**src/ocm_pkg.sv**
```systemverilog
package ocm_pkg;
  // ---------------------------------------------------------------
  // object dictionary indices
  // ---------------------------------------------------------------
  localparam logic [15:0] OCM_IDX_IN4 = 16'h2080; // 4-byte input object
  localparam logic [15:0] OCM_IDX_OUT4 = 16'h21F0; // 4-byte output object
  localparam logic [15:0] OCM_IDX_RX_PAR = 16'h1400; // rx pdo params
  localparam logic [15:0] OCM_IDX_RX_MAP = 16'h1600; // rx pdo mapping
  localparam logic [15:0] OCM_IDX_TX_PAR = 16'h1800; // tx pdo params
  localparam logic [15:0] OCM_IDX_TX_MAP = 16'h1A00; // tx pdo mapping
  // ---------------------------------------------------------------
  // register address limits
  // ---------------------------------------------------------------
  localparam logic [15:0] OCM_ADDR_OFF = 16'hFFFF; // disables an object
  localparam logic [15:0] OCM_ADDR_HIGH = 16'h0100; // pairing limit
  localparam logic [15:0] OCM_FORBID0 = 16'h0001;
  localparam logic [15:0] OCM_FORBID1 = 16'h0002;
  localparam logic [15:0] OCM_FORBID2 = 16'h0004;
  localparam logic [15:0] OCM_FORBID3 = 16'h0005;
  localparam logic [15:0] OCM_FORBID4 = 16'h0014;
  // ---------------------------------------------------------------
  // emergency and layout
  // ---------------------------------------------------------------
  localparam logic [15:0] OCM_EMCY_CODE = 16'h6301; // content busy code
  localparam logic [7:0] OCM_NUM_ENTRIES = 8'h02; // subindex 0 value
  localparam int OCM_RX_COUNT = 15;
  localparam int OCM_TX_COUNT = 16;
  localparam logic [10:0] OCM_COB_RX1 = 11'h200;
  localparam logic [10:0] OCM_COB_RX2 = 11'h300;
  localparam logic [10:0] OCM_COB_TX1 = 11'h180;
  localparam logic [10:0] OCM_COB_TX2 = 11'h280;
  localparam logic [31:0] OCM_COB_NONE = 32'h8000_0000; // not assigned
  // ---------------------------------------------------------------
  // answer codes and sequencer states
  // ---------------------------------------------------------------
  typedef enum logic [1:0]
  {
    OCM_ANS_OK = 2'h0,
    OCM_ANS_ERR = 2'h1,
    OCM_ANS_EMCY = 2'h2
  } ocm_ans_t;
  typedef enum logic [1:0]
  {
    OCM_ST_IDLE = 2'b00,
    OCM_ST_CHECK = 2'b01,
    OCM_ST_STOP = 2'b11,
    OCM_ST_RESET = 2'b10
  } ocm_state_t;
endpackage : ocm_pkg

```
**src/ocm_fifo.sv**
```systemverilog
// small fifo with valid and ready on both sides
module ocm_fifo #(
  parameter int WIDTH = 32,
  parameter int DEPTH = 8
) (
  input wire logic sys_clk,
  input wire logic rst_b,
  input wire logic in_valid,
  output logic in_ready,
  input wire logic [WIDTH-1:0] in_data,
  output logic out_valid,
  input wire logic out_ready,
  output logic [WIDTH-1:0] out_data
);
  localparam int AW = $clog2(DEPTH);
  logic [WIDTH-1:0] mem_reg [DEPTH];
  logic [AW-1:0] wr_reg; // write pointer
  logic [AW-1:0] rd_reg; // read pointer
  logic [AW:0] cnt_reg; // fill level
  logic push;
  logic pop;
  assign in_ready = (cnt_reg != AW'(0) + (AW+1)'(DEPTH));
  assign push = in_valid && in_ready;
  assign pop = out_valid && out_ready;
  // ---------------------------------------------------------------
  // storage and pointers
  // ---------------------------------------------------------------
  always_ff @(posedge sys_clk or negedge rst_b)
  begin
    if (!rst_b)
    begin
      wr_reg <= '0;
      rd_reg <= '0;
      cnt_reg <= '0;
    end
    else
    begin
      if (push)
        wr_reg <= (wr_reg == AW'(DEPTH - 1)) ? '0 : wr_reg + 1'b1;
      if (pop)
        rd_reg <= (rd_reg == AW'(DEPTH - 1)) ? '0 : rd_reg + 1'b1;
      cnt_reg <= cnt_reg + (AW+1)'(push) - (AW+1)'(pop);
    end
  end
  always_ff @(posedge sys_clk)
  begin
    if (push)
      mem_reg[wr_reg] <= in_data;
  end
  // ---------------------------------------------------------------
  // registered head of queue
  // ---------------------------------------------------------------
  always_ff @(posedge sys_clk or negedge rst_b)
  begin
    if (!rst_b)
    begin
      out_valid <= 1'b0;
      out_data <= '0;
    end
    else if (!out_valid || out_ready)
    begin
      out_valid <= (cnt_reg != '0) && !(pop && cnt_reg == (AW+1)'(1));
      out_data <= pop ? mem_reg[(rd_reg == AW'(DEPTH - 1)) ? '0 :
                                rd_reg + 1'b1] : mem_reg[rd_reg];
    end
  end
endmodule : ocm_fifo

```
**src/ocm_mapper.sv**
```systemverilog
// What this block does
// - data subindex carries addressed drive register
// - subindex 0 count, 1 data, 2 address
// - address writable only when pre-operational
// - content change needs pre-op and stopped
// - refuse operational while selecting, emergency 6301
// - other request while selecting gets emergency 6301
// - reset node while running with changed mapping: stop first
// - 2080 pairs at or above 0100 must be consecutive
// - 21F0 accepts any two registers
// - one register linked to one object only
// - registers 1,2,4,5,14 rejected with error
// - fifteen receive, sixteen transmit PDOs
// - receive PDO 1 and 2 defaults
// - transmit PDO 1 and 2 defaults
// - receive params 1400+n-1, mapping 1600+n-1
// - transmit params 1800+n-1, mapping 1A00+n-1
// - receive PDOs 36-41 map manufacturer objects
// - transmit PDOs 36-41 map manufacturer objects
// - four-byte address: upper word first register
// - FFFF disables object, data reads zero
module ocm_mapper
  import ocm_pkg::*;
#(
  parameter int NOBJ = 4, // number of selectable objects
  parameter int FIFO_DEPTH = 8
) (
  input wire logic sys_clk,
  input wire logic rst_b,
  input wire logic node_preop, // node is pre-operational
  input wire logic drive_run, // run command active
  input wire logic [6:0] node_id,
  // address write request
  input wire logic wr_valid,
  output logic wr_ready,
  input wire logic [$clog2(NOBJ)-1:0] wr_obj,
  input wire logic [31:0] wr_addr,
  // other requests from the master
  input wire logic go_oper_req, // switch to operational
  input wire logic other_req, // any other request or run
  input wire logic reset_node_req,
  // answers
  output logic ans_valid,
  input wire logic ans_ready,
  output logic [1:0] ans_code,
  output logic [15:0] emcy_code,
  output logic go_oper_ok, // transition accepted pulse
  output logic stop_drive, // drive stop command level
  output logic do_reset, // reset node pulse
  // object read port
  input wire logic [$clog2(NOBJ)-1:0] rd_obj,
  input wire logic [1:0] rd_sub,
  output logic [31:0] rd_data,
  // drive register fetch for the data subindex
  output logic [15:0] drv_addr,
  input wire logic [15:0] drv_data,
  // pdo table lookup
  input wire logic pdo_tx, // 1 selects transmit table
  input wire logic [5:0] pdo_num,
  output logic pdo_exists,
  output logic [15:0] pdo_par_idx,
  output logic [15:0] pdo_map_idx,
  output logic [31:0] pdo_cob_id,
  output logic [31:0] pdo_map1,
  output logic [31:0] pdo_map2
);
  import ocm_pkg::*;
  localparam int OW = $clog2(NOBJ);
  // ---------------------------------------------------------------
  // state
  // ---------------------------------------------------------------
  ocm_state_t state_reg; // selection sequencer
  logic [31:0] link_reg [NOBJ]; // current links, ffff means off
  logic [OW-1:0] obj_reg; // object under check
  logic [31:0] addr_reg; // address under check
  logic [31:0] data_reg [NOBJ]; // captured data subindex values
  logic [OW-1:0] scan_reg; // object being refreshed
  logic scan_lo_reg; // refresh half
  logic fifo_ready;
  logic ans_push;
  logic [1:0] ans_push_code;
  logic [17:0] ans_word;
  logic busy;
  logic mapped_dirty_reg; // mapping differs from default
  logic emcy_pend_reg; // emergency owed to the master, not yet queued
  logic bad_forbid;
  logic bad_pair;
  logic bad_dup;
  logic [15:0] hi_w;
  logic [15:0] lo_w;
  assign busy = (state_reg != OCM_ST_IDLE);
  assign wr_ready = !busy && fifo_ready;
  assign hi_w = addr_reg[31:16];
  assign lo_w = addr_reg[15:0];
  // forbidden register check on either half
  function automatic logic forbidden(input logic [15:0] a);
    forbidden = (a == OCM_FORBID0) || (a == OCM_FORBID1) ||
                (a == OCM_FORBID2) || (a == OCM_FORBID3) ||
                (a == OCM_FORBID4);
  endfunction : forbidden
  assign bad_forbid = forbidden(hi_w) || forbidden(lo_w);
  // pairing limit only for the even (input) objects, odd ones are free
  always_comb
  begin
    bad_pair = 1'b0;
    if (obj_reg[0] == 1'b0 && hi_w != OCM_ADDR_OFF &&
        lo_w != OCM_ADDR_OFF &&
        (hi_w >= OCM_ADDR_HIGH || lo_w >= OCM_ADDR_HIGH))
      bad_pair = (lo_w != hi_w + 16'h0001);
  end
  // uniqueness across all other objects
  always_comb
  begin
    bad_dup = 1'b0;
    for (int i = 0; i < NOBJ; i++)
    begin
      if (OW'(i) != obj_reg)
      begin
        for (int h = 0; h < 2; h++)
        begin
          if (addr_reg[16*h +: 16] != OCM_ADDR_OFF &&
              (addr_reg[16*h +: 16] == link_reg[i][31:16] ||
               addr_reg[16*h +: 16] == link_reg[i][15:0]))
            bad_dup = 1'b1;
        end
      end
    end
    if (hi_w != OCM_ADDR_OFF && hi_w == lo_w)
      bad_dup = 1'b1;
  end
  // ---------------------------------------------------------------
  // sequencer: check writes, guard mode changes, reset node
  // ---------------------------------------------------------------
  always_ff @(posedge sys_clk or negedge rst_b)
  begin
    if (!rst_b)
    begin
      state_reg <= OCM_ST_IDLE;
      obj_reg <= '0;
      addr_reg <= '0;
    end
    else
    begin
      case (state_reg)
        OCM_ST_IDLE:
        begin
          if (reset_node_req && drive_run && mapped_dirty_reg)
            state_reg <= OCM_ST_STOP;
          else if (reset_node_req)
            state_reg <= OCM_ST_RESET;
          else if (wr_valid && wr_ready)
          begin
            obj_reg <= wr_obj;
            addr_reg <= wr_addr;
            state_reg <= OCM_ST_CHECK;
          end
        end
        OCM_ST_CHECK:
          state_reg <= OCM_ST_IDLE;
        OCM_ST_STOP:
          if (!drive_run)
            state_reg <= OCM_ST_RESET;
        OCM_ST_RESET:
          state_reg <= OCM_ST_IDLE;
        default:
          state_reg <= OCM_ST_IDLE;
      endcase
    end
  end
  assign stop_drive = (state_reg == OCM_ST_STOP);
  assign do_reset = (state_reg == OCM_ST_RESET);
  // ---------------------------------------------------------------
  // link table update
  // ---------------------------------------------------------------
  always_ff @(posedge sys_clk or negedge rst_b)
  begin
    if (!rst_b)
    begin
      for (int i = 0; i < NOBJ; i++)
        link_reg[i] <= {OCM_ADDR_OFF, OCM_ADDR_OFF};
      mapped_dirty_reg <= 1'b0;
    end
    else if (state_reg == OCM_ST_CHECK && node_preop && !drive_run &&
             !bad_forbid && !bad_pair && !bad_dup)
    begin
      link_reg[obj_reg] <= addr_reg;
      mapped_dirty_reg <= 1'b1;
    end
    else if (state_reg == OCM_ST_RESET)
    begin
      for (int i = 0; i < NOBJ; i++)
        link_reg[i] <= {OCM_ADDR_OFF, OCM_ADDR_OFF};
      mapped_dirty_reg <= 1'b0;
    end
  end
  // ---------------------------------------------------------------
  // answers through the fifo
  // ---------------------------------------------------------------
  always_comb
  begin
    ans_push = 1'b0;
    ans_push_code = OCM_ANS_OK;
    if (state_reg == OCM_ST_CHECK)
    begin
      ans_push = 1'b1;
      if (!node_preop || drive_run || bad_forbid || bad_pair || bad_dup)
        ans_push_code = OCM_ANS_ERR;
    end
    else if (emcy_pend_reg)
    begin
      ans_push = 1'b1;
      ans_push_code = OCM_ANS_EMCY;
    end
  end
  // a refused request during the check cycle must not be lost behind the
  // write answer, so it waits here until the queue slot is free
  always_ff @(posedge sys_clk or negedge rst_b)
  begin
    if (!rst_b)
      emcy_pend_reg <= 1'b0;
    else if (busy && (go_oper_req || other_req))
      emcy_pend_reg <= 1'b1;
    else if (state_reg != OCM_ST_CHECK && fifo_ready)
      emcy_pend_reg <= 1'b0;
  end
  assign go_oper_ok = go_oper_req && !busy;
  ocm_fifo #(
    .WIDTH(18),
    .DEPTH(FIFO_DEPTH)
  ) u_ans_fifo (
    .sys_clk(sys_clk),
    .rst_b(rst_b),
    .in_valid(ans_push),
    .in_ready(fifo_ready),
    .in_data({ans_push_code,
              (ans_push_code == OCM_ANS_EMCY) ? OCM_EMCY_CODE : 16'h0000}),
    .out_valid(ans_valid),
    .out_ready(ans_ready),
    .out_data(ans_word)
  );
  assign ans_code = ans_word[17:16];
  assign emcy_code = ans_word[15:0];
  // ---------------------------------------------------------------
  // data refresh: fetch each linked register in turn
  // ---------------------------------------------------------------
  always_ff @(posedge sys_clk or negedge rst_b)
  begin
    if (!rst_b)
    begin
      scan_reg <= '0;
      scan_lo_reg <= 1'b0;
      for (int i = 0; i < NOBJ; i++)
        data_reg[i] <= '0;
    end
    else
    begin
      scan_lo_reg <= !scan_lo_reg;
      if (scan_lo_reg)
        scan_reg <= (scan_reg == OW'(NOBJ - 1)) ? '0 : scan_reg + 1'b1;
      // upper half from first register, lower from second
      if (drv_addr == OCM_ADDR_OFF)
      begin
        if (scan_lo_reg)
          data_reg[scan_reg][15:0] <= '0;
        else
          data_reg[scan_reg][31:16] <= '0;
      end
      else if (scan_lo_reg)
        data_reg[scan_reg][15:0] <= drv_data;
      else
        data_reg[scan_reg][31:16] <= drv_data;
    end
  end
  assign drv_addr = scan_lo_reg ? link_reg[scan_reg][15:0] :
                    link_reg[scan_reg][31:16];
  // ---------------------------------------------------------------
  // object read port
  // ---------------------------------------------------------------
  always_ff @(posedge sys_clk or negedge rst_b)
  begin
    if (!rst_b)
      rd_data <= '0;
    else
      case (rd_sub)
        2'd0: rd_data <= {24'h00_0000, OCM_NUM_ENTRIES};
        2'd1: rd_data <= data_reg[rd_obj];
        2'd2: rd_data <= link_reg[rd_obj];
        default: rd_data <= '0;
      endcase
  end
  // ---------------------------------------------------------------
  // default pdo table
  // ---------------------------------------------------------------
  always_ff @(posedge sys_clk or negedge rst_b)
  begin
    if (!rst_b)
    begin
      pdo_exists <= 1'b0;
      pdo_par_idx <= '0;
      pdo_map_idx <= '0;
      pdo_cob_id <= '0;
      pdo_map1 <= '0;
      pdo_map2 <= '0;
    end
    else
    begin
      pdo_par_idx <= (pdo_tx ? OCM_IDX_TX_PAR : OCM_IDX_RX_PAR) +
                     16'(pdo_num) - 16'h0001;
      pdo_map_idx <= (pdo_tx ? OCM_IDX_TX_MAP : OCM_IDX_RX_MAP) +
                     16'(pdo_num) - 16'h0001;
      pdo_cob_id <= OCM_COB_NONE;
      pdo_map1 <= '0;
      pdo_map2 <= '0;
      pdo_exists <= 1'b1;
      if (!pdo_tx)
        case (pdo_num)
          6'd1: begin pdo_cob_id <= 32'(OCM_COB_RX1 + 11'(node_id));
                pdo_map1 <= 32'h6040_0010; end
          6'd2: begin pdo_cob_id <= 32'(OCM_COB_RX2 + 11'(node_id));
                pdo_map1 <= 32'h6040_0010; pdo_map2 <= 32'h6060_0008; end
          6'd6: begin pdo_map1 <= 32'h6040_0010;
                pdo_map2 <= 32'h6042_0010; end
          6'd7: begin pdo_map1 <= 32'h6040_0010;
                pdo_map2 <= 32'h60FE_0120; end
          6'd8: begin pdo_map1 <= 32'h6040_0010;
                pdo_map2 <= 32'h6060_0008; end
          6'd21: begin pdo_map1 <= 32'h6048_0120;
                 pdo_map2 <= 32'h6048_0210; end
          6'd22: begin pdo_map1 <= 32'h6049_0120;
                 pdo_map2 <= 32'h6049_0210; end
          6'd23: begin pdo_map1 <= 32'h604A_0120;
                 pdo_map2 <= 32'h604A_0210; end
          6'd24: begin pdo_map1 <= 32'h604C_0120;
                 pdo_map2 <= 32'h604C_0220; end
          6'd36: pdo_map1 <= 32'h2000_0010;
          6'd37: pdo_map1 <= 32'h2010_0010;
          6'd38: pdo_map1 <= 32'h2020_0010;
          6'd39: pdo_map1 <= 32'h2030_0010;
          6'd40: pdo_map1 <= 32'h2040_0110;
          6'd41: pdo_map1 <= 32'h2050_0110;
          default: pdo_exists <= 1'b0;
        endcase
      else
        case (pdo_num)
          6'd1: begin pdo_cob_id <= 32'(OCM_COB_TX1 + 11'(node_id));
                pdo_map1 <= 32'h6041_0010; end
          6'd2: begin pdo_cob_id <= 32'(OCM_COB_TX2 + 11'(node_id));
                pdo_map1 <= 32'h6041_0010; pdo_map2 <= 32'h6061_0008; end
          6'd6: begin pdo_map1 <= 32'h6041_0010;
                pdo_map2 <= 32'h6044_0010; end
          6'd7: begin pdo_map1 <= 32'h6041_0010;
                pdo_map2 <= 32'h60FD_0020; end
          6'd21: pdo_map1 <= 32'h6042_0010;
          6'd22: pdo_map1 <= 32'h6043_0010;
          6'd23: begin pdo_map1 <= 32'h6048_0120;
                 pdo_map2 <= 32'h6048_0210; end
          6'd24: begin pdo_map1 <= 32'h6049_0120;
                 pdo_map2 <= 32'h6049_0210; end
          6'd25: begin pdo_map1 <= 32'h604A_0120;
                 pdo_map2 <= 32'h604A_0210; end
          6'd26: begin pdo_map1 <= 32'h604C_0120;
                 pdo_map2 <= 32'h604C_0220; end
          6'd36: pdo_map1 <= 32'h2100_0010;
          6'd37: pdo_map1 <= 32'h2110_0010;
          6'd38: pdo_map1 <= 32'h2120_0010;
          6'd39: pdo_map1 <= 32'h2130_0010;
          6'd40: pdo_map1 <= 32'h2140_0110;
          6'd41: pdo_map1 <= 32'h2150_0110;
          default: pdo_exists <= 1'b0;
        endcase
    end
  end
endmodule : ocm_mapper

```
**config.mk**
```make
export PLATFORM = sky130hd
export DESIGN_NAME = ocm_mapper
export DESIGN_NICKNAME = d
export VERILOG_FILES = /design/src/ocm_pkg.sv /design/src/ocm_fifo.sv /design/src/ocm_mapper.sv
export SDC_FILE = /design/constraint.sdc
export NUM_CORES = 1
export LEC_CHECK = 0
export BUFFER_PORTS_ARGS = -buffer_cell sky130_fd_sc_hd__buf_2
export CORE_ASPECT_RATIO = 0.9
export CORE_MARGIN = 2
export CORE_UTILIZATION = 59
export DETAILED_ROUTE_END_ITERATION = 12
export MAX_ROUTING_LAYER = met4
export PLACE_DENSITY = 0.81
export SYNTH_ARGS = -nofsm -noshare
export SYNTH_HDL_FRONTEND = slang
export SYNTH_SLANG_ARGS = --single-unit
```
**constraint.sdc**
```tcl
create_clock -name sys_clk -period 9.6 [get_ports sys_clk]
set_clock_uncertainty 0.15 [all_clocks]
set_input_delay 0.96 -clock sys_clk [delete_from_list [all_inputs] [get_ports sys_clk]]
set_output_delay 0.96 -clock sys_clk [all_outputs]
set_load 0.02 [all_outputs]
```
==> reports/metrics.cfg <==
[clock_network]
ctsHoldBuffers=0
cts-resized-gates=0
htree_levels=2
clk_path_buf_depth=3
root_buffer=clkbuf_16
clock-sinks=410
postCtsSetupBuffers=0
clk_pin_slew_worst_paths_ps=60
numCtsBuffers=43
tritoncts=built
clkLatencyLatePin_ps=600

[die]
rows=69
initial_utilization=0.601
die_x_um=216
io_pins=277
die_h_um=195
dieArea_sq_um=42000
core-area_sq_um=39600

[grt]
grt_pass1_wl_um=105000
groute.usage.overall=0.334
grt_max_degree=117
grt_overflow=0
grt_pass1_vias=17724
antenna_found_initial=1

[worst_hold_path]
hp-class=in -> async

[yosys]
yosysSeqAreaShare=0.441
yosysWarnings=0
ys_types=92
yosysTopAreaCell=dfrtp_1
synth.avg_cell_area_sq_um=11.0
synth_top_area_frac=0.279
synth_area_sq_um=23800
synth_top_flop_cell=dfrtp_1
syn_inst=2165
synthArstFlopShare=0.961
synth_seq_cells=410
ys_top_cells_by_area=dfrtp_1 28%, dfstp_2 14%, mux4_2 9.8%
synth_edf_count=16

[routing]
drt_iter0_drc=1703
ant_nets=0
vias=17594
wl_um=67200
routed_via_density=6.23
avgRoutedWirePerCell_um=23.8
drc=0
first_pass_iters=6

[finish]
nets=2359
fillers=2944
mostFrequentLayoutCells=265 x dfrtp_1, 244 x nand2_1, 233 x xor2_1, 200 x buf_2, 198 x nor2_1
drive_above_1_share=0.265
syn_to_final_growth_pct=8.13
mostFrequentLayoutCell=dfrtp_1

[pwr]
vdd_drop_max_v=0.000147
p_total_mw=6.33
power_leakage_nw=10.4
p_per_area_nw_per_um2=246

[worst_setup_path]
cp_data_required_time_ps=9970
crit_type=reg -> reg
start_kind=flop
critPathArrivalTime_ps=4420
worstPathMaxFanout=32
end_kind=flop

[place]
portBuffers=202
place_congestion=1.07
place_hpwl_um=45900

[sta]
slew_viol_final=0
setup_viol=0
max_slew_margin=0.217
fin_crit_ps=4050
max_freq_mhz=247
rsz0062_at_grt=no
finalHoldViolCount=0
post-route-period-util=0.422
tns_ps=0
worstMarginPinSlew_ps=1170

[flow_run]
drv_cap=0

[status]
status=completed

## per-stage QoR
step | worst slack, ps | cells | area (sq um) | hold slack [ps] | utilization
floorplan | 6430 | 2238 | 24100 | 295 | -
global placement | 5790 | 2745 | 24300 | 306 | 0.613
detailed placement | 5620 | 2745 | 24300 | 316 | 0.613
CTS | 5610 | 2825 | 25700 | 325 | 0.650
global route | 5370 | 2826 | 25800 | 348 | 0.650
finish | 5550 | 2826 | 25800 | 293 | 0.650
## final timing paths
check	startpoint	to	slack, ps	depth (start not counted)
max in group asynchronous	rst_b	data_reg[112]	7560	2
hold reg to reg	data_reg[50]	data_reg[50]	330	2
setup / recovery	addr_reg[16]	link_reg[121]	5550	11
hold / removal	rst_b	pdo_map_idx[12]	290	1
setup reg to reg	addr_reg[16]	link_reg[121]	5550	11
min in group sys_clk	data_reg[50]	data_reg[50]	330	2
## metal layers
layer  GRT usage  share of wire
met1       0.436           0.38
met5           -              0
met3      0.0607          0.096
met4       0.180          0.062
met2       0.501           0.46
## cell usage after synthesis (all sizes together) (3+ instances only)
master	count
or4	6
mux2i	131
xor2	233
mux2	38
a2111oi	6
nor2b	16
buf	170
o21a	3
clkbuf	67
inv	30
a211oi	4
nand4	39
dfstp	128
a21oi	17
xnor2	46
nor2	201
nor3	11
o21ai	155
and4	3
and2	15
edfxtp	16
or3	3
dlygate4sd3	11
or2	7
mux4	104
a22o	33
nand2b	8
ha	23
o31ai	5
nand2	244
nand3	10
o211ai	3
dfrtp	266
nor4	72
a31oi	3
a21o	4
## layout make-up
type	instances	area [sq um]	area share
multi-input cells	1550	11800	0.459
flip-flops and latches	410	10500	0.408
clock buffers	58	1210	0.0471
repair buffers	223	1180	0.0459
well taps	532	666	0.0258
clock inverters	22	258	0.0100
inverters	30	113	0.00437
diodes	1	2.50	0.0000972
## cells by family after synthesis
logic type      count (synthesis)  share of synthesized area
other cells                     2                   0.000315
xor+xnor                      279                      0.103
mux                           273                      0.171
simple gates                  646                      0.129
buf+inv                       278                     0.0756
flops                         410                      0.441
fa+ha+maj                      24                     0.0129
compound gates                253                     0.0676
## power by group
group / internal, mW / switching (mW) / total, mW
clock: 1.01 / 0.726 / 1.73
sequential: 2.03 / 0.692 / 2.72
combinational: 0.823 / 1.06 / 1.88
total: 3.86 / 2.48 / 6.33
## worst max-delay path, stage by stage, from the launching register on
cell	delay, ps
dfrtp_1	890
inv_1	160
ha_1	350
xnor2_1	180
o211ai_2	110
a2111oi_2	310
nand4_1	200
a2111oi_4	420
o21ai_2	110
nor4_4	140
buf_4	560
mux2i_1	300
(Power assumes the default switching activity.)
